[config.mk]
export PLATFORM = sky130hd
export DESIGN_NAME = qdac_serial_load_top
export DESIGN_NICKNAME = d
export VERILOG_FILES = /design/src/rtl/qdac_pkg.sv /design/src/rtl/qdac_frame_rx.sv /design/src/rtl/qdac_chan_bank.sv /design/src/rtl/qdac_serial_load_top.sv
export SDC_FILE = /design/constraint.sdc
export NUM_CORES = 1
export LEC_CHECK = 0
export BUFFER_PORTS_ARGS = -buffer_cell sky130_fd_sc_hd__clkbuf_2
export CAP_MARGIN = 30
export CELL_PAD_IN_SITES_DETAIL_PLACEMENT = 1
export CELL_PAD_IN_SITES_GLOBAL_PLACEMENT = 2
export CORE_MARGIN = 4
export CORE_UTILIZATION = 39
export CTS_BUF_LIST = sky130_fd_sc_hd__clkbuf_8
export DETAILED_ROUTE_END_ITERATION = 8
export GPL_ROUTABILITY_DRIVEN = 0
export PLACE_DENSITY_LB_ADDON = 0.3
export SYNTH_ARGS = -nofsm -noshare
export SYNTH_HDL_FRONTEND = slang
export SYNTH_SLANG_ARGS = --single-unit
[constraint.sdc]
create_clock -name aclk -period 4.75 [get_ports aclk]
set_clock_uncertainty 0.15 [all_clocks]
set_input_delay 0.2375 -clock aclk [delete_from_list [all_inputs] [get_ports aclk]]
set_output_delay 0.2375 -clock aclk [all_outputs]
set_load 0.02 [all_outputs]
[src/rtl/qdac_pkg.sv]
// Shared constants, types and helpers for the quad DAC serial load logic.
// Assumes one clock domain; every user writes qdac_pkg::name.
package qdac_pkg;
  // ----------------------------------------
  // Sizes
  // ----------------------------------------
  localparam int CHANS = 4;
  localparam int AXI_AW = 8;
  localparam logic [4:0] FRAME_LAST = 5'h17; // Index of the 24th falling edge
  localparam logic [1:0] PMODE_OFF = 2'h0;
  // ----------------------------------------
  // Register map (byte addresses)
  // ----------------------------------------
  localparam logic [7:0] OFS_DAC_BASE = 8'h00;
  localparam logic [7:0] OFS_BUF_BASE = 8'h10;
  localparam logic [7:0] OFS_CTRL = 8'h20;
  localparam logic [7:0] OFS_STATUS = 8'h24;
  localparam int CTRL_SER_EN_BIT = 0;
  localparam int CTRL_HW_EN_BIT = 1;
  localparam int CTRL_SW_LOAD_BIT = 2;
  localparam logic [1:0] RESP_OKAY = 2'h0;
  localparam logic [1:0] RESP_SLVERR = 2'h2;
  // ----------------------------------------
  // Types
  // ----------------------------------------
  typedef enum logic [1:0] {
    PM_NORMAL = 2'h0,
    PM_1K = 2'h1,
    PM_100K = 2'h2,
    PM_HIZ = 2'h3
  } qdac_pmode_t;
  typedef struct packed {
    qdac_pmode_t mode;
    logic [15:0] code;
  } qdac_entry_t;
  typedef qdac_entry_t [CHANS-1:0] qdac_bank_t;
  typedef struct packed {
    logic dev_addr_hi;
    logic dev_addr_lo;
    logic update_all_bit;
    logic update_one_bit;
    logic ignored_bit;
    logic [1:0] chan_sel;
    logic power_off_flag;
    logic [15:0] data;
  } qdac_frame_t;
  typedef struct packed {
    logic hw_en;
    logic ser_en;
  } qdac_ctrl_t;
  // Zero-scale code, outputs driven
  localparam qdac_entry_t ENTRY_RESET = 18'h00000;
  localparam qdac_bank_t BANK_RESET = {CHANS{ENTRY_RESET}};
  localparam qdac_ctrl_t CTRL_RESET = 2'h3;
  // ----------------------------------------
  // Helpers
  // ----------------------------------------
  // mode from code bits, else normal
  // Power-off code 00 is treated like 11: high impedance
  function automatic qdac_entry_t make_entry(input qdac_frame_t f);
    qdac_entry_t e;
    e.code = f.data;
    e.mode = PM_NORMAL;
    if (f.power_off_flag) begin
      e.mode = (f.data[15:14] == PMODE_OFF) ? PM_HIZ : qdac_pmode_t'(f.data[15:14]);
    end
    return e;
  endfunction
  function automatic logic [CHANS-1:0] chan_onehot(input logic [1:0] sel);
    return 4'h1 << sel;
  endfunction
  function automatic logic reg_known(input logic [7:0] a);
    return (a[1:0] == 2'h0) && (a <= OFS_STATUS);
  endfunction
endpackage

[src/rtl/qdac_frame_rx.sv]
// Serial frame receiver: counts falling serial-clock edges in a frame.
// Assumes pins are synchronous to aclk and sclk is well below aclk / 2.
`timescale 1ns/10ps
`default_nettype none
module qdac_frame_rx (
  // Clock and reset
  input wire logic aclk,
  input wire logic aresetn,
  // Control
  input wire logic enable,
  // Serial pins
  input wire logic sclk,
  input wire logic sync_n,
  input wire logic sdin,
  // Frame result
  output logic frame_done,
  output logic frame_abort,
  output qdac_pkg::qdac_frame_t frame
);
  typedef enum logic [1:0] {RX_IDLE, RX_SHIFT, RX_HOLD} qdac_rx_state_t;
  qdac_rx_state_t state, next_state;
  logic [4:0] cnt, next_cnt;
  logic [22:0] shift, next_shift;
  logic sclk_q;
  logic next_done, next_abort;
  qdac_pkg::qdac_frame_t next_frame;
  logic fall;

  assign fall = sclk_q & ~sclk; // Bit valid at falling edge

  // Frame sequencing
  always_comb begin
    next_state = state;
    next_cnt = cnt;
    next_shift = shift;
    next_frame = frame;
    next_done = 1'b0;
    next_abort = 1'b0;
    unique case (state)
      RX_IDLE: begin
        if (!sync_n && enable) begin
          next_state = RX_SHIFT;
          next_cnt = 5'h00;
        end
      end
      RX_SHIFT: begin
        if (sync_n) begin
          next_state = RX_IDLE;
          next_abort = (cnt != 5'h00);
        end else if (fall) begin
          next_shift = {shift[21:0], sdin};
          next_cnt = 5'(cnt + 5'h01);
          if (cnt == qdac_pkg::FRAME_LAST) begin
            next_frame = {shift, sdin};
            next_done = 1'b1;
            next_state = RX_HOLD;
          end
        end
      end
      RX_HOLD: begin
        // Extra edges ignored until frame select rises
        if (sync_n) begin
          next_state = RX_IDLE;
        end
      end
    endcase
  end

  always_ff @(posedge aclk) begin
    if (!aresetn) begin
      state <= RX_IDLE;
      cnt <= 5'h00;
      shift <= 23'h000000;
      sclk_q <= 1'b0;
      frame <= 24'h000000;
      frame_done <= 1'b0;
      frame_abort <= 1'b0;
    end else begin
      state <= next_state;
      cnt <= next_cnt;
      shift <= next_shift;
      sclk_q <= sclk;
      frame <= next_frame;
      frame_done <= next_done;
      frame_abort <= next_abort;
    end
  end

  // ----------------------------------------
  // Checks
  // ----------------------------------------
  property p_done_at_24;
    @(posedge aclk) disable iff (!aresetn)
    frame_done |-> $past(state) == RX_SHIFT && $past(cnt) == qdac_pkg::FRAME_LAST
      && !$past(sync_n);
  endproperty
  a_done_at_24: assert property (p_done_at_24) else $error("frame done off 24th edge");
  property p_abort_no_done;
    @(posedge aclk) disable iff (!aresetn)
    (state == RX_SHIFT && sync_n) |=> !frame_done ##1 !frame_done;
  endproperty
  a_abort_no_done: assert property (p_abort_no_done) else $error("partial frame completed");
  c_abort: cover property (@(posedge aclk) disable iff (!aresetn) frame_abort);
endmodule
`default_nettype wire

[src/rtl/qdac_chan_bank.sv]
// Input buffers and DAC registers for the four channels.
// Assumes masks are single-cycle requests from the load control.
`timescale 1ns/10ps
`default_nettype none
module qdac_chan_bank (
  // Clock and reset
  input wire logic aclk,
  input wire logic aresetn,
  // Requests
  input wire logic [qdac_pkg::CHANS-1:0] wr_mask,
  input wire qdac_pkg::qdac_entry_t wr_entry,
  input wire logic [qdac_pkg::CHANS-1:0] load_mask,
  // State
  output qdac_pkg::qdac_bank_t buf_q,
  output qdac_pkg::qdac_bank_t dac_q
);
  qdac_pkg::qdac_bank_t next_buf, next_dac;

  // Load sees the buffer as written in the same edge
  always_comb begin
    next_buf = buf_q;
    next_dac = dac_q;
    for (int i = 0; i < qdac_pkg::CHANS; i++) begin
      if (wr_mask[i]) begin
        next_buf[i] = wr_entry;
      end
      if (load_mask[i]) begin
        next_dac[i] = next_buf[i];
      end
    end
  end

  always_ff @(posedge aclk) begin
    if (!aresetn) begin
      buf_q <= qdac_pkg::BANK_RESET;
      dac_q <= qdac_pkg::BANK_RESET;
    end else begin
      buf_q <= next_buf;
      dac_q <= next_dac;
    end
  end

  // ----------------------------------------
  // Checks
  // ----------------------------------------
  property p_hold_no_load;
    @(posedge aclk) disable iff (!aresetn)
    load_mask == 4'h0 |=> $stable(dac_q);
  endproperty
  a_hold_no_load: assert property (p_hold_no_load) else $error("output moved without load");
  property p_load_copies;
    @(posedge aclk) disable iff (!aresetn)
    load_mask[0] |=> dac_q[0] == buf_q[0];
  endproperty
  a_load_copies: assert property (p_load_copies) else $error("load did not copy buffer");
  property p_reset_zero;
    @(posedge aclk) disable iff (!aresetn)
    $rose(aresetn) |-> dac_q == qdac_pkg::BANK_RESET && buf_q == qdac_pkg::BANK_RESET;
  endproperty
  a_reset_zero: assert property (p_reset_zero) else $error("bank not zero after reset");
endmodule
`default_nettype wire

[src/rtl/qdac_serial_load_top.sv]
// Quad DAC serial command and load control with an AXI4-Lite register port.
// Assumes serial pins and the load strobe are synchronous to aclk.
//
// Our own choices: the address map and register access over AXI4-Lite.
`timescale 1ns/10ps
`default_nettype none
module qdac_serial_load_top (
  // Clock and reset
  input wire logic aclk,
  input wire logic aresetn,
  // AXI4-Lite write address and data
  input wire logic awvalid,
  output logic awready,
  input wire logic [qdac_pkg::AXI_AW-1:0] awaddr,
  input wire logic wvalid,
  output logic wready,
  input wire logic [31:0] wdata,
  input wire logic [3:0] wstrb,
  // AXI4-Lite write response
  output logic bvalid,
  input wire logic bready,
  output logic [1:0] bresp,
  // AXI4-Lite read
  input wire logic arvalid,
  output logic arready,
  input wire logic [qdac_pkg::AXI_AW-1:0] araddr,
  output logic rvalid,
  input wire logic rready,
  output logic [31:0] rdata,
  output logic [1:0] rresp,
  // Serial pins
  input wire logic sclk,
  input wire logic sync_n,
  input wire logic sdin,
  input wire logic [1:0] dev_addr_pins,
  input wire logic hw_update_strobe,
  // Channel outputs
  output qdac_pkg::qdac_bank_t chan_out
);
  // ----------------------------------------
  // Declarations
  // ----------------------------------------
  qdac_pkg::qdac_frame_t frame;
  qdac_pkg::qdac_entry_t new_entry;
  qdac_pkg::qdac_bank_t buf_q, dac_q;
  qdac_pkg::qdac_ctrl_t ctrl, next_ctrl;
  logic rx_done, rx_abort;
  logic [qdac_pkg::CHANS-1:0] wr_mask, load_mask;
  logic is_bcast, is_local, hw_rise;
  logic strobe_q, next_strobe_q;
  logic sw_load, next_sw_load;
  logic [7:0] frames, next_frames, aborts, next_aborts, misses, next_misses;
  logic aw_held, next_aw_held, w_held, next_w_held;
  logic [7:0] aw_addr, next_aw_addr;
  logic [31:0] w_data, next_w_data;
  logic [3:0] w_strb, next_w_strb;
  logic next_awready, next_wready, next_bvalid;
  logic [1:0] next_bresp;
  logic next_arready, next_rvalid;
  logic [31:0] next_rdata;
  logic [1:0] next_rresp;

  assign chan_out = dac_q;

  // ----------------------------------------
  // Submodules
  // ----------------------------------------
  qdac_frame_rx u_rx (
    .aclk(aclk),
    .aresetn(aresetn),
    .enable(ctrl.ser_en),
    .sclk(sclk),
    .sync_n(sync_n),
    .sdin(sdin),
    .frame_done(rx_done),
    .frame_abort(rx_abort),
    .frame(frame)
  );

  qdac_chan_bank u_bank (
    .aclk(aclk),
    .aresetn(aresetn),
    .wr_mask(wr_mask),
    .wr_entry(new_entry),
    .load_mask(load_mask),
    .buf_q(buf_q),
    .dac_q(dac_q)
  );

  // ----------------------------------------
  // Frame decode and load control
  // ----------------------------------------
  // Combinational so the bank acts one edge after frame completion
  always_comb begin
    new_entry = qdac_pkg::make_entry(frame);
    is_bcast = frame.update_all_bit & frame.update_one_bit;
    is_local = ({frame.dev_addr_hi, frame.dev_addr_lo} == dev_addr_pins);
    hw_rise = hw_update_strobe & ~strobe_q & ctrl.hw_en;
    wr_mask = 4'h0;
    load_mask = 4'h0;
    if (rx_done) begin
      if (is_bcast) begin
        load_mask = 4'hF;
        wr_mask = frame.chan_sel[1] ? 4'hF : 4'h0;
      end else if (is_local) begin
        wr_mask = qdac_pkg::chan_onehot(frame.chan_sel);
        if (frame.update_all_bit) begin
          load_mask = 4'hF;
        end else if (frame.update_one_bit) begin
          load_mask = wr_mask;
        end
      end
    end
    if (hw_rise || sw_load) begin
      load_mask = 4'hF;
    end
  end

  // Load strobe edge sampling
  always_comb begin
    next_strobe_q = hw_update_strobe;
  end

  always_ff @(posedge aclk) begin
    if (!aresetn) begin
      strobe_q <= 1'b0;
    end else begin
      strobe_q <= next_strobe_q;
    end
  end

  // ----------------------------------------
  // Frame statistics
  // ----------------------------------------
  // Counters wrap; software reads differences
  always_comb begin
    next_frames = frames;
    next_aborts = aborts;
    next_misses = misses;
    if (rx_done && (is_bcast || is_local)) begin
      next_frames = 8'(frames + 8'h01);
    end
    if (rx_done && !is_bcast && !is_local) begin
      next_misses = 8'(misses + 8'h01);
    end
    if (rx_abort) begin
      next_aborts = 8'(aborts + 8'h01);
    end
  end

  always_ff @(posedge aclk) begin
    if (!aresetn) begin
      frames <= 8'h00;
      aborts <= 8'h00;
      misses <= 8'h00;
    end else begin
      frames <= next_frames;
      aborts <= next_aborts;
      misses <= next_misses;
    end
  end

  // ----------------------------------------
  // AXI4-Lite write path
  // ----------------------------------------
  // Address and data latched separately, response once both are held
  always_comb begin
    next_aw_held = aw_held;
    next_aw_addr = aw_addr;
    next_w_held = w_held;
    next_w_data = w_data;
    next_w_strb = w_strb;
    next_bvalid = bvalid;
    next_bresp = bresp;
    next_ctrl = ctrl;
    next_sw_load = 1'b0;
    if (awvalid && awready) begin
      next_aw_held = 1'b1;
      next_aw_addr = awaddr;
    end
    if (wvalid && wready) begin
      next_w_held = 1'b1;
      next_w_data = wdata;
      next_w_strb = wstrb;
    end
    if (bvalid && bready) begin
      next_bvalid = 1'b0;
    end
    if (aw_held && w_held && !bvalid) begin
      next_aw_held = 1'b0;
      next_w_held = 1'b0;
      next_bvalid = 1'b1;
      next_bresp = qdac_pkg::reg_known(aw_addr) ? qdac_pkg::RESP_OKAY : qdac_pkg::RESP_SLVERR;
      if (aw_addr == qdac_pkg::OFS_CTRL && w_strb[0]) begin
        next_ctrl.ser_en = w_data[qdac_pkg::CTRL_SER_EN_BIT];
        next_ctrl.hw_en = w_data[qdac_pkg::CTRL_HW_EN_BIT];
        next_sw_load = w_data[qdac_pkg::CTRL_SW_LOAD_BIT];
      end
    end
    next_awready = !next_aw_held && !next_bvalid;
    next_wready = !next_w_held && !next_bvalid;
  end

  always_ff @(posedge aclk) begin
    if (!aresetn) begin
      aw_held <= 1'b0;
      aw_addr <= 8'h00;
      w_held <= 1'b0;
      w_data <= 32'h00000000;
      w_strb <= 4'h0;
      awready <= 1'b0;
      wready <= 1'b0;
      bvalid <= 1'b0;
      bresp <= qdac_pkg::RESP_OKAY;
      ctrl <= qdac_pkg::CTRL_RESET;
      sw_load <= 1'b0;
    end else begin
      aw_held <= next_aw_held;
      aw_addr <= next_aw_addr;
      w_held <= next_w_held;
      w_data <= next_w_data;
      w_strb <= next_w_strb;
      awready <= next_awready;
      wready <= next_wready;
      bvalid <= next_bvalid;
      bresp <= next_bresp;
      ctrl <= next_ctrl;
      sw_load <= next_sw_load;
    end
  end

  // ----------------------------------------
  // AXI4-Lite read path
  // ----------------------------------------
  // Data registered at address acceptance; unmapped reads give zero
  always_comb begin
    next_rvalid = rvalid;
    next_rdata = rdata;
    next_rresp = rresp;
    if (rvalid && rready) begin
      next_rvalid = 1'b0;
    end
    if (arvalid && arready) begin
      next_rvalid = 1'b1;
      next_rresp = qdac_pkg::reg_known(araddr) ? qdac_pkg::RESP_OKAY : qdac_pkg::RESP_SLVERR;
      next_rdata = 32'h00000000;
      if (!qdac_pkg::reg_known(araddr)) begin
        next_rdata = 32'h00000000;
      end else if (araddr < qdac_pkg::OFS_BUF_BASE) begin
        next_rdata = {14'h0000, dac_q[araddr[3:2]]};
      end else if (araddr < qdac_pkg::OFS_CTRL) begin
        next_rdata = {14'h0000, buf_q[araddr[3:2]]};
      end else if (araddr == qdac_pkg::OFS_CTRL) begin
        next_rdata = {30'h00000000, ctrl};
      end else begin
        next_rdata = {8'h00, misses, aborts, frames};
      end
    end
    next_arready = !next_rvalid;
  end

  always_ff @(posedge aclk) begin
    if (!aresetn) begin
      arready <= 1'b0;
      rvalid <= 1'b0;
      rdata <= 32'h00000000;
      rresp <= qdac_pkg::RESP_OKAY;
    end else begin
      arready <= next_arready;
      rvalid <= next_rvalid;
      rdata <= next_rdata;
      rresp <= next_rresp;
    end
  end

  // ----------------------------------------
  // Checks
  // ----------------------------------------
  logic plain_done, ext_load;
  assign ext_load = hw_rise | sw_load;
  assign plain_done = rx_done & ~is_bcast & is_local & ~ext_load;

  property p_buffer_only;
    @(posedge aclk) disable iff (!aresetn)
    plain_done && !frame.update_all_bit && !frame.update_one_bit |=> $stable(dac_q);
  endproperty
  a_buffer_only: assert property (p_buffer_only) else $error("buffer write moved output");
  property p_sel_buffer;
    @(posedge aclk) disable iff (!aresetn)
    plain_done |=> buf_q[$past(frame.chan_sel)] == $past(new_entry);
  endproperty
  a_sel_buffer: assert property (p_sel_buffer) else $error("wrong buffer written");
  property p_load_all;
    @(posedge aclk) disable iff (!aresetn)
    plain_done && frame.update_all_bit |=> dac_q == buf_q;
  endproperty
  a_load_all: assert property (p_load_all) else $error("load-all missed a channel");
  property p_load_one;
    @(posedge aclk) disable iff (!aresetn)
    plain_done && !frame.update_all_bit && frame.update_one_bit
      |=> dac_q[$past(frame.chan_sel)] == $past(new_entry);
  endproperty
  a_load_one: assert property (p_load_one) else $error("load-one failed");
  property p_pmode_res;
    @(posedge aclk) disable iff (!aresetn)
    plain_done && frame.power_off_flag && frame.data[15:14] != 2'h0
      |=> buf_q[$past(frame.chan_sel)].mode == $past(frame.data[15:14]);
  endproperty
  a_pmode_res: assert property (p_pmode_res) else $error("power mode not stored");
  property p_hiz;
    @(posedge aclk) disable iff (!aresetn)
    plain_done && frame.power_off_flag && frame.data[15:14] == 2'h3 && frame.update_one_bit
      |=> dac_q[$past(frame.chan_sel)].mode == qdac_pkg::PM_HIZ;
  endproperty
  a_hiz: assert property (p_hiz) else $error("high impedance not loaded");
  property p_resume;
    @(posedge aclk) disable iff (!aresetn)
    plain_done && !frame.power_off_flag && frame.update_one_bit
      |=> dac_q[$past(frame.chan_sel)].mode == qdac_pkg::PM_NORMAL;
  endproperty
  a_resume: assert property (p_resume) else $error("channel stayed powered down");
  property p_addr_miss;
    @(posedge aclk) disable iff (!aresetn)
    rx_done && !is_bcast && !is_local && !ext_load |=> $stable(buf_q) && $stable(dac_q);
  endproperty
  a_addr_miss: assert property (p_addr_miss) else $error("foreign frame acted on");
  property p_bcast;
    @(posedge aclk) disable iff (!aresetn)
    rx_done && is_bcast |=> dac_q == buf_q
      && (frame.chan_sel[1] ? buf_q[0] == $past(new_entry) : $stable(buf_q));
  endproperty
  a_bcast: assert property (p_bcast) else $error("broadcast mishandled");
  property p_strobe;
    @(posedge aclk) disable iff (!aresetn)
    $rose(hw_update_strobe) && ctrl.hw_en |-> ##1 dac_q == buf_q;
  endproperty
  a_strobe: assert property (p_strobe) else $error("strobe did not load");
  c_load_all: cover property (@(posedge aclk) disable iff (!aresetn)
    plain_done && frame.update_all_bit);
  c_load_one: cover property (@(posedge aclk) disable iff (!aresetn)
    plain_done && frame.update_one_bit);
  c_bcast: cover property (@(posedge aclk) disable iff (!aresetn) rx_done && is_bcast);
  c_strobe: cover property (@(posedge aclk) disable iff (!aresetn) hw_rise);
endmodule
`default_nettype wire

---- Word-level counts from Yosys, hierarchy flattened ----
Index checks and enable logic that the tools add are counted.
storage, ports and cells
  logic and storage cells ................. 166
  output and inout bits ................... 113
  input bits .............................. 65
  flip-flop bits (word level) ............. 283
operators by class
  add/sub/neg operators ................... 4
  mux-type cells .......................... 45
  reduce and logical (&&, ||, !) cells .... 40
  $lt $le $gt $ge ......................... 5
  shifts and indexed selects .............. 1
  bitwise gates (word level) .............. 10
  equality and inequality tests ........... 12
operator list
  kind                                                        number
  two-way mux 18 bit                                          6
  two-way mux 24 bit                                          4
  binary-select mux 18 bit (select 2 bit)                     2
  two-way mux 4 bit                                           10
  adder 8 x 1 -> 8 bit, second input constant                 3
  two-way mux 2 bit                                           9
  equality test 8 x 6 -> 1 bit, second input constant         2
  <= comparator 8 x 6 -> 1 bit, second input constant         2
  logical AND 1 bit                                           16
  two-way mux 5 bit                                           3
  AND reduction 4 bit                                         3
  one-hot mux 5 bit (2 select lines)                          1
  two-way mux 1 bit                                           9
  AND reduction 3 bit                                         3
  logical NOT 1 bit                                           8
  logical NOT 2 bit                                           4
  less-than comparator 8 x 5 -> 1 bit, second input constant  1
  less-than comparator 8 x 6 -> 1 bit, second input constant  1
  inequality test 3 x 2 -> 1 bit, second input constant       2
  inverter 1 bit                                              6
  one-hot mux 2 bit (3 select lines)                          1
  adder 5 x 1 -> 5 bit, second input constant                 1
  equality test 5 bit, second input constant                  1
  nonzero test 5 bit                                          1
  12 further kinds                                            18

---- Logic depth before layout (Yosys ltp) ----
Gate-level depths: netlist of the first run.
  depth in word-level cells ............... 7
  depth in mapped cells ................... 9
  depth with buffers taken out ............ 7

---- Cells and area by module ----
A second synthesis of the first run with hierarchy kept.
second synthesis, totals
  cells, all modules ...................... 1144
  area, all modules ....................... 11483.5 µm²
modules (own cells, without submodules)
  module                cells an instance  area each (µm²)  times used
  qdac_chan_bank        472                5058.6           1
  qdac_serial_load_top  433                4206.5           1
  qdac_frame_rx         239                2218.4           1

---- Least setup slack after synthesis of the first run ----
No wires, ideal clock.
  path kind ............................... register to register
  from .................................... reg u_rx.state[1]
  to ...................................... reg, netlist name u_rx.frame[10]
  setup time .............................. 0.128 ns
  period minus slack after synthesis ...... 2.088 ns
  required time ........................... 4.472 ns
  slack ................................... 2.662 ns
  cell stages (with the launch flop) ...... 10
  data arrival time ....................... 1.811 ns
  cell sequence ........................... dfxtp_1 -> inv_1 -> ha_1 -> clkbuf_2 -> or3b_2 -> buf_2 -> nor2_8 -> buf_6 -> mux2i_1 -> nor2_1
on the way
  cells in the longest elaborated chain, start to end .. 2
ends and longest elaborated chain
  item                                  line                 RTL
  start: declaration                    qdac_frame_rx.sv:21  qdac_rx_state_t state, next_state;
  start signal: assignment              qdac_frame_rx.sv:79  state <= next_state;
  equality test 2 x 1 -> 1 bit          qdac_frame_rx.sv:39  unique case (state)
  AND reduction 4 bit (no source line)  -
Every way passes these cells.
A chain may end at the register's enable or synchronous reset.

---- Worst setup path in the final report of the first run ----
  from .................................... reg u_rx.state[1]
  to ...................................... reg, netlist name u_rx.frame[1]
on the way
  cells in the longest elaborated chain, start to end .. 2
ends and longest elaborated chain
  item                                  line
  equality test 2 x 1 -> 1 bit          qdac_frame_rx.sv:39
  AND reduction 4 bit (no source line)  -
Every way passes these cells.

==> results of run 1 <==
-- area by class of cell --
class                           instances  area, sq um  share of cell area, %
Inverter                               13         51.3                  0.380
Multi-Input combinational cell        803         5300                   39.3
Tap cell                              378          473                   3.50
Sequential cell                       273         5470                   40.5
Timing Repair Buffer                  182         1160                   8.60
Clock buffer                           69          950                   7.04
Clock inverter                         20         92.6                  0.686
-- power breakdown --
group / switching, W / internal [W]
clock: 0.000965 / 0.00128
combinational: 0.000275 / 0.000153
sequential: 0.0000454 / 0.00235
-- tightest hold or removal path: stages --
cell      delay [ns]
clkbuf_2        0.08
nand2_1         0.18
nand2_1         0.12
a21oi_1         0.05
-- cell families (layout without fill, tap and decap cells) --
family,Yosys count,in the layout,share of synthesized area (%)
simple gates,360,360,14.6
flops,273,273,48.6
compound gates,262,262,12.8
mux,140,140,16.5
buf+inv,103,284,4.75
xor+xnor,23,23,1.92
fa+ha+maj,8,8,0.890
other cells,1,10,0.0333
-- per-layer routing --
layer  vias to the layer above  track usage (%)  part of all wire (%)
met3                        40             3.73                   4.4
met5                         -                0                     0
met2                       189             35.8                    48
li1                       4406                -                     -
met4                         0             4.93                   1.5
met1                      4574             28.3                    46
-- layout by cell type, fill, tap and decap left out, types with 3 or more instances in the layout --
cell type      count
a21oi_1          153
a22oi_1            6
a31oi_1            6
and2_1             4
and3_1             6
buf_4             14
clkbuf_2         135
clkbuf_8          69
clkinv_2           4
conb_1            10
dfxtp_1          273
dlygate4sd3_1     29
ha_1               8
inv_1             24
mux2i_1          102
mux4_2            36
nand2_1          106
nand2b_1           6
nand3_1           14
nand4_1           13
nor2_1           169
nor3_1             3
o21ai_0           69
o21ai_1           11
o31ai_4            4
or3_1              4
or4_1             17
xnor2_1            7
xor2_1            14
-- registers in the layout (all words and copies together), names as in the netlist, 2 cells and up --
name,flops
u_rx.cnt,5
aborts,8
u_rx.state,2
u_rx.shift,23
rdata,24
aw_addr,8
u_bank.buf_q,72
w_data,3
u_bank.dac_q,72
misses,8
u_rx.frame,23
ctrl,2
frames,8
-- worst max path at each step --
stage,end,startpoint,cells after the start
4_1_cts,u_rx.frame[1],u_rx.state[1],6
2_1_floorplan,u_rx.frame[10],u_rx.state[1],9
3_3_place_gp,u_bank.dac_q[30],u_rx.frame[21],6
5_1_grt,u_rx.frame[1],u_rx.state[1],6
6_report,u_rx.frame[1],u_rx.state[1],6
3_5_place_dp,u_rx.frame[1],u_rx.state[1],6
-- through the flow --
| stage | util, % | total power [W] | hold WS, ns | worst slack [ns] | cells |
|---|---|---|---|---|---|
| finish | 48.0 | 0.00507 | 0.0249 | 2.02 | 1738 |
| global route | 48.0 | 0.00530 | 0.0713 | 1.84 | 1738 |
| CTS | 48.0 | 0.00514 | 0.00129 | 2.01 | 1738 |
| detailed placement | 43.3 | 0.00285 | 0.297 | 2.03 | 1620 |
| global placement | 43.0 | 0.00284 | 0.293 | 1.98 | 1616 |
| floorplan | - | 0.00271 | 0.209 | 2.66 | 1179 |
==> results, run 1 <==
- The flow ran to the end, and the final reports show no timing, DRC or antenna violations.
- The die is ~180 um tall.
- In the synthesized netlist, the cells that appear most often are 273 x dfxtp_1, 169 x nor2_1, 154 x a21oi_1.
- In this run the count of I/O pins placed on the die edge is around 180.
- Summed over all nets, the half-perimeter wirelength after detailed placement is around 23 mm.
- The final hold violation count is 0.
- The smallest clock period supported by the final layout is computed as 2.73 ns.
- Setup repair after global routing left no endpoint under its margin.
- The family with the most delay on the worst path is simple AND/OR/NAND/NOR gates.
- The initial core utilization is 40.0%.
- Post-CTS repair changed the size of 0 cells.
- The number of max-slew violations in the final report is 0.
- Data on the critical path arrives at its endpoint at between 2 and 3 ns.
- The worst hold path terminates at aw_addr[2].
- The clock tree from TritonCTS is done.
- The path type of the worst min-delay path is input port to flip-flop.
- Global routing used 21.2% of the available tracks across all layers.
- IR analysis of the VDD net gives a maximum drop of around 0.18 mV.
- After the last flow step, the layout net total stands at 1,394.
- The pin count of the biggest net entering global routing is about 120.
- By area the synthesized netlist is led by dfxtp_1 49%, mux2i_1 9.1%, mux4_2 7.2%.
- After synthesis the netlist holds a flip-flop and latch count of approximately 270.
- The launch point of the worst reg-to-reg path is u_rx.state[1].
- After detailed routing, the number of vias per cell comes to around 5.3.
- The fraction of the yosys area taken by sequential cells is around 50%.
- The maximum clock frequency is 0.366 GHz.
- The area growth from synthesis to layout is 20.0%.
- The maximum clock insertion buffer count is 3.
- The number of DRC markers in iteration 0 is between 300 and 400.
- The type of the worst setup path is flip-flop to flip-flop.
- The synthesized design contains 0 enable-type register cells.
- For this design, the CTS-stage hold fixing added 29 buffers.
- The dominant cell by count in the synthesized netlist is dfxtp_1.
- The clock latency on the worst-skew pair is ~0.56 ns.
- The post-synthesis cell type with the largest combined area is dfxtp_1.
- The clock root buffer master is clkbuf_8.
- For this run, asynchronously set or reset flops after synthesis account for 0%.
- The power density over the cells is between 300 and 400 nW/um^2.
- The post-detailed-route DRC marker count is 0.
- The count of buffer and inverter cells on the critical path is 1.
- The pin slew with the least headroom to its limit is 0.983 ns.
- The worst setup path is captured at a flip-flop.
- The synthesized netlist occupies a cell area of around 11,000 sq um.
- The first detailed-routing pass ran for 4 iterations.
- The total grt overflow is 0.
- The average footprint of a synthesized cell is ~9.6 sq um.
- The normalized max-slew margin is 34.5%.
- The die covers ~32,000 sq um.
- After routing the design area is 13,500 sq um.
- The worst hold path begins at awvalid.
- The endpoint identified for the worst register-to-register timing path is u_rx.frame[1].
- The initial antenna violation count is 1.
- The worst-case reg-to-reg path depth is 6.
- Wires add up to about 34 mm.
- The total of endpoints with negative setup slack in the final report is 0.
- Of the cells placed in the final design, the portion with a size suffix greater than 1 is a little over a fifth.
- The worst path uses 57.5% of the clock period.
- The critical path goes through inv_1, ha_1, or3b_2, nor2_8, mux2i_1, nor2_1.
- The remaining number of nets flagged by the antenna check after routing is 0.
- The first-pass GRT wire length is around 53 mm.
- The fraction of synthesized cell area taken by the top area cell type is approximately half.
- Synthesis produced a netlist whose cell count is 1,170.
- The H-tree was split into 2 levels.
- The worst hold path passes through 4 cells.
- After detailed routing, the average wire length per cell comes to ~19 um.
- The commonest register cell after synthesis is dfxtp_1.
- The critical path's largest stage delay is between 0.7 and 0.8 ns.
- The count of synthesis-stage warnings from yosys is 0.
- The largest individual stage delay along the critical path comes from the cell or3b_2.
- The clock transition time at the flip-flop clock pins of the worst setup and hold paths is 0.06 ns.
- The total negative slack for setup checks is 0 ns.
- The placement row count is 61.
- The leakage power is about 5.5 nW.
- The instance area after placement is between 10,000 and 15,000 sq um.
- The distinct cell type count after synthesis is 56.
- The count of antenna diodes in the layout is 0.
- The number of I/O port buffers is around 140.
- The filler cells instantiated in the layout total 3,227.
- Clock tree synthesis inserted a total of 48 buffers.
- STA classifies the critical path startpoint as a flip-flop.
- The die outline width is between 150 and 200 um.
- The register-to-register path setup slack is about 2.0 ns.
- The floorplan step defined a core boundary enclosing around 28,000 sq um.
- The data required time at the worst endpoint is about 5.0 ns.
- The final route contains 9,209 vias.
- The number of global-route vias before repair is 9,627.
- The count of clock tree sinks is between 200 and 300.
- The number of setup buffers added after CTS is 0.
- The max capacitance violation total is 0.
- In this run the worst path has a maximum fanout of 25.
No activity file was read; power rests on OpenSTA's default activity.
==> inputs of run 2 (changes only) <==
--- a/config.mk
+++ b/config.mk
@@ -5,12 +5,13 @@
 export SDC_FILE = /design/constraint.sdc
 export NUM_CORES = 1
 export LEC_CHECK = 0
+export ABC_AREA = 1
 export BUFFER_PORTS_ARGS = -buffer_cell sky130_fd_sc_hd__clkbuf_2
 export CAP_MARGIN = 30
 export CELL_PAD_IN_SITES_DETAIL_PLACEMENT = 1
 export CELL_PAD_IN_SITES_GLOBAL_PLACEMENT = 2
 export CORE_MARGIN = 4
-export CORE_UTILIZATION = 39
+export CORE_UTILIZATION = 33
 export CTS_BUF_LIST = sky130_fd_sc_hd__clkbuf_8
 export DETAILED_ROUTE_END_ITERATION = 8
 export GPL_ROUTABILITY_DRIVEN = 0
==> constraint.sdc (replaced) <==
create_clock -name aclk -period 2.76 [get_ports aclk]
set_clock_uncertainty 0.15 [all_clocks]
set_input_delay 0.138 -clock aclk [delete_from_list [all_inputs] [get_ports aclk]]
set_output_delay 0.138 -clock aclk [all_outputs]
set_load 0.02 [all_outputs]
==> run 2 against run 1 <==
Compared with the run above: combinational power rose to 2.6 times the previous value; register-to-register slack worse by 1.6 ns; non-clock buffer count up 26; sequential power up 76%; hold slack better by 0.048 ns; worst setup slack worse by 1.8 ns; critical endpoint is now rresp[1]; design area up 9.0%; clock-buffer cell count down 2; synthesized cell count up 52%; sequential cell count unchanged; largest cell class unchanged; critical path depth up 4.
==> results, run 2 <==
- The minimum clock period after layout is about 2.6 ns.
- The nature of the critical path endpoint is a flip-flop (unchanged).
- The count of synthesis-stage warnings from yosys came to 0 (unchanged).
- The distinct cell type count after synthesis is 37 (was 56).
- The maximum clock insertion buffer count is 3 (unchanged).
- The iteration count of the initial detailed-routing pass was 5 (was 4).
- The max capacitance violation total is 0 (unchanged).
- The count of clock tree sinks is 273 (unchanged).
- The worst vdd rail ir drop is 0.330 mV (was 0.182 mV).
- The clock root buffer master is clkbuf_8 (unchanged).
- The count of H-tree levels built during CTS was 2 (unchanged).
- The switching part of the total power is 28.4% (was 25.4%).
- The number of buffers created by CTS is 51 (was 48).
- The normalized max-slew margin is 41.2% (was 34.5%).
- The final hold violation count is 0 (unchanged).
- The share of synthesized flip-flops with an asynchronous set or reset is 0% (unchanged).
- The routed wire length on met2 was 20.1 mm (was 16.1 mm).
- In the finished design, the share of the clock period the worst path needs comes to approximately 94%.
- The post-synthesis cell type with the largest combined area is dfxtp_1 (unchanged).
- The count of antenna diodes in the layout is 0 (unchanged).
- The pin slew with the least headroom to its limit is 0.882 ns (was 0.983 ns).
- The clock transition time at the flip-flop clock pins of the worst setup and hold paths came to 0.06 ns (about the same).
- The total of endpoints with negative setup slack in the final report is 0 (unchanged).
- The dominant cell by count in the synthesized netlist is nand2_1 (was dfxtp_1).
- The most common cell after layout, fill and taps aside was nand2_1 (was dfxtp_1).
- Cells taking the most area after synthesis: dfxtp_1 45%, nand2_1 11%, a21oi_1 8.0% (was dfxtp_1 49%, mux2i_1 9.1%, mux4_2 7.2%).
- The type of the worst setup path is input port to flip-flop (was flip-flop to flip-flop).
- The commonest register cell after synthesis is dfxtp_1 (unchanged).
- The area taken by flip-flops and latches is 5470 sq um (unchanged).
- The total grt overflow is 0 (unchanged).
- The average footprint of a synthesized cell came to 6.90 sq um (was 9.61 sq um).
- The total of fill cells in the finished design is 4,706 (was 3,227).
- The cell count after placement is 2,305 (was 1,620).
- The pin count of the biggest net entering global routing was 71 (was 115).
- The detailed-routed wire length on met3 was 1.80 mm (was 1.48 mm).
- The highest net fanout along the worst path is 2 (was 25).
- The path type of the worst min-delay path is input port to flip-flop (unchanged).
- The placement row count is 70 (was 61).
- The per-cell via count in the routed design is 4.92 (was 5.30).
- The number of DRC markers in iteration 0 is 626 (was 353).
- The fraction of synthesized cell area taken by the top area cell type is 44.7% (was 48.6%).
- The number of I/O port buffers is 135 (unchanged).
- The fraction of power consumed by sequential logic is 45.6% (was 47.2%).
- The initial antenna violation count was 0 (was 1).
- The core area came to 36,600 sq um (was 28,100 sq um).
- The number of cells in the finished layout apart from fillers was 2,444 (was 1,738).
- The pre-CTS worst setup slack is 0.276 ns (was 2.03 ns).
- The first-pass GRT wire length is 70.3 mm (was 53.1 mm).
- The initial core utilization is 33.4% (was 40.0%).
- The gate count after technology mapping was 1,774 (was 1,170).
- The routed metal-1 wire length is 21.9 mm (was 15.6 mm).
- The clock latency on the worst-skew pair is 0.60 ns (was 0.56 ns).
- The count of nets after finishing came to 2,011 (was 1,394).
- RSZ-0062 raised after global routing: no (unchanged).
- The total negative slack for setup checks is 0 ns (unchanged).
- The area of the die is 40,200 sq um (was 31,600 sq um).
- The combinational share of power is 12.0% (was 8.4%).
- The number of global-route vias before repair is 12,200 (was 9,627).
- The fraction of the yosys area taken by sequential cells is 44.7% (was 48.6%).
- The area growth from synthesis to layout came to 20.3% (was 20.0%).
- The worst setup margin came to 0.171 ns (was 2.02 ns).
- Based on the critical path, the design can be clocked at up to between 0.3 and 0.4 GHz.
- The switching power summed over all nets is 0.00261 W (was 0.00129 W).
- The remaining number of nets flagged by the antenna check after routing is 0 (unchanged).
- The leakage power is 6.85 nW (was 5.54 nW).
- The highest routed metal layer is met4 (unchanged).
- The combined area of the multi-input logic cells came to 5410 sq um (was 5300 sq um).
- The cell seen most often among critical-path stages is dlygate4sd3_1.
- The HPWL reported at the end of detailed placement is 31.1 mm (was 22.5 mm).
- The share of post-route cells with drive strength above 1 is 13.7% (was 21.1%).
- The part of the total power dissipated in the clock network came to 42.4% (was 44.4%).
- The final wirelength came to 44.8 mm (was 33.7 mm).
- The average wire per cell in the routed design came to 18.3 um (was 19.4 um).
- The data required time at the worst endpoint is 3.09 ns (was 5.00 ns).
- The power density over the cells came to 626 nW/um^2 (was 376 nW/um^2).
- The register bit total from synthesis came to 273 (unchanged).
- The internal power component is 0.00659 W (was 0.00378 W).
- The critical path's largest stage delay is 0.57 ns (was 0.78 ns).
- The die outline width was 201 um (was 178 um).
- The slowest cell on the critical path is dlygate4sd3_1 (was or3b_2).
- Status: finished clean (unchanged).
- Critical Path, Cell by Cell: dlygate4sd3_1, clkbuf_2, nor2_1, dlygate4sd3_1, nand3_1, dlygate4sd3_1, nand3_1, nand3_1, dlygate4sd3_1, o211a_1 (was inv_1, ha_1, or3b_2, nor2_8, mux2i_1, nor2_1).
- Most frequent cells after synthesis: 354 x nand2_1, 273 x dfxtp_1, 222 x inv_1 (was 273 x dfxtp_1, 169 x nor2_1, 154 x a21oi_1).
- The number of flops mapped to enable cells by yosys is 0 (unchanged).
- The endpoint arrival time on the critical path is 2.92 ns (was 2.99 ns).
- The clock tree from TritonCTS is done (unchanged).
- Biggest registers after layout: u_bank.buf_q (72), u_bank.dac_q (72), rdata (24) (unchanged).
- Most used cells in the layout excluding fill and tap cells: 353 x nand2_1, 273 x dfxtp_1, 241 x inv_1, 202 x nor2_1, 196 x a21oi_1 (was 273 x dfxtp_1, 169 x nor2_1, 153 x a21oi_1, 135 x clkbuf_2, 106 x nand2_1).
- The post-detailed-route DRC marker count was 0 (unchanged).
- The global-route total usage across every layer is 21.8% (was 21.2%).
- The cell area after synthesis is 12,200 sq um (was 11,200 sq um).
- The kind of start point of the critical path is an input port (was flip-flop).
- The height of the chip is 201 um (was 178 um).
- The vias after detailed routing is 12,000 (was 9,209).
- The number of max-slew violations in the final report is 0 (unchanged).
- The I/O pin count was 178 (unchanged).
[run 2: changes by cell type after synthesis, moves of 22 or more]
cell | before | now
nor2_1 | 169 | 202
a21oi_1 | 154 | 196
o21ai_0 | 69 | 103
nand2_1 | 106 | 354
buf_2 | 15 | 37
inv_1 | 12 | 222
nand3_1 | 14 | 157
mux4_2 | 36 | 0
o21ai_1 | 11 | 66
mux2i_1 | 102 | 0
[run 2: worst paths after layout]
check                        end  slack [ns]  cells past startpoint           from
setup reg to reg  u_rx.frame[20]        0.44                     12  u_rx.state[1]
setup / recovery        rresp[1]        0.17                     10      araddr[4]
hold / removal          rdata[1]        0.07                     10      araddr[5]
hold reg to reg          awready        0.26                      1        aw_held
[run 2: repair_timing]
item | 4_1_cts | 5_1_grt
hold endpoints to repair | 81 | 0
gates resized for setup | 0 | 1
buffers inserted | 0 | 0
endpoints found under the setup margin | 0 | 2
hold buffers | 48 | 0
[run 2: routing by layer]
layer / global-route usage (%) / vias to the layer above
li1: - / 5985
met1: 30.5 / 5774
met2: 34.7 / 204
met3: 3.70 / 52
met4: 6.29 / 0
met5: 0 / -
[run 2: final cells by class]
type / count / area share [%]
tap: 468 / 3.98
sequential: 273 / 37.1
clock buffer: 67 / 6.27
clock inverter: 24 / 0.646
inverter: 231 / 5.91
timing repair buffer: 208 / 9.32
multi-input combinational: 1173 / 36.7
[run 2: logic make-up (layout without fill, tap and decap cells)]
| group | count (synthesis) | in the layout | share of synthesized area [%] |
|---|---|---|---|
| AOI/OAI and AO/OA | 384 | 384 | 16.1 |
| DFF | 273 | 273 | 44.7 |
| adders and majority gates | 8 | 8 | 0.818 |
| buffers and inverters | 337 | 530 | 11.4 |
| and+or+nand+nor | 760 | 760 | 26.2 |
| other | 1 | 10 | 0.0307 |
| xor gates and xnor gates | 11 | 11 | 0.788 |
[run 2: power by group through the flow]
| stage | Clock, W | Sequential [W] | Combinational, W |
|---|---|---|---|
| floorplan | 0 | 0.00433 | 0.000631 |
| global placement | 0 | 0.00428 | 0.00102 |
| detailed placement | 0 | 0.00428 | 0.00105 |
| CTS | 0.00402 | 0.00420 | 0.00111 |
| global route | 0.00420 | 0.00421 | 0.00124 |
| finish | 0.00390 | 0.00420 | 0.00111 |
[run 2: worst max-delay path, delay by kind of cell]
kind            cells  cell delay [ns]
compound gates      1             0.12
buf+inv             5             2.34
simple gates        4             0.33
[run 2: per-stage QoR]
stage                     hold WS [ns]  util, %  instance area (sq um)  power [W]
after floorplan                 0.0815        -                  12300    0.00496
after global placement           0.189     36.1                  13200    0.00530
after detailed placement         0.194     36.1                  13200    0.00533
after CTS                       0.0237     40.2                  14700    0.00932
after global routing             0.144     40.2                  14700    0.00966
final                           0.0730     40.2                  14700    0.00921
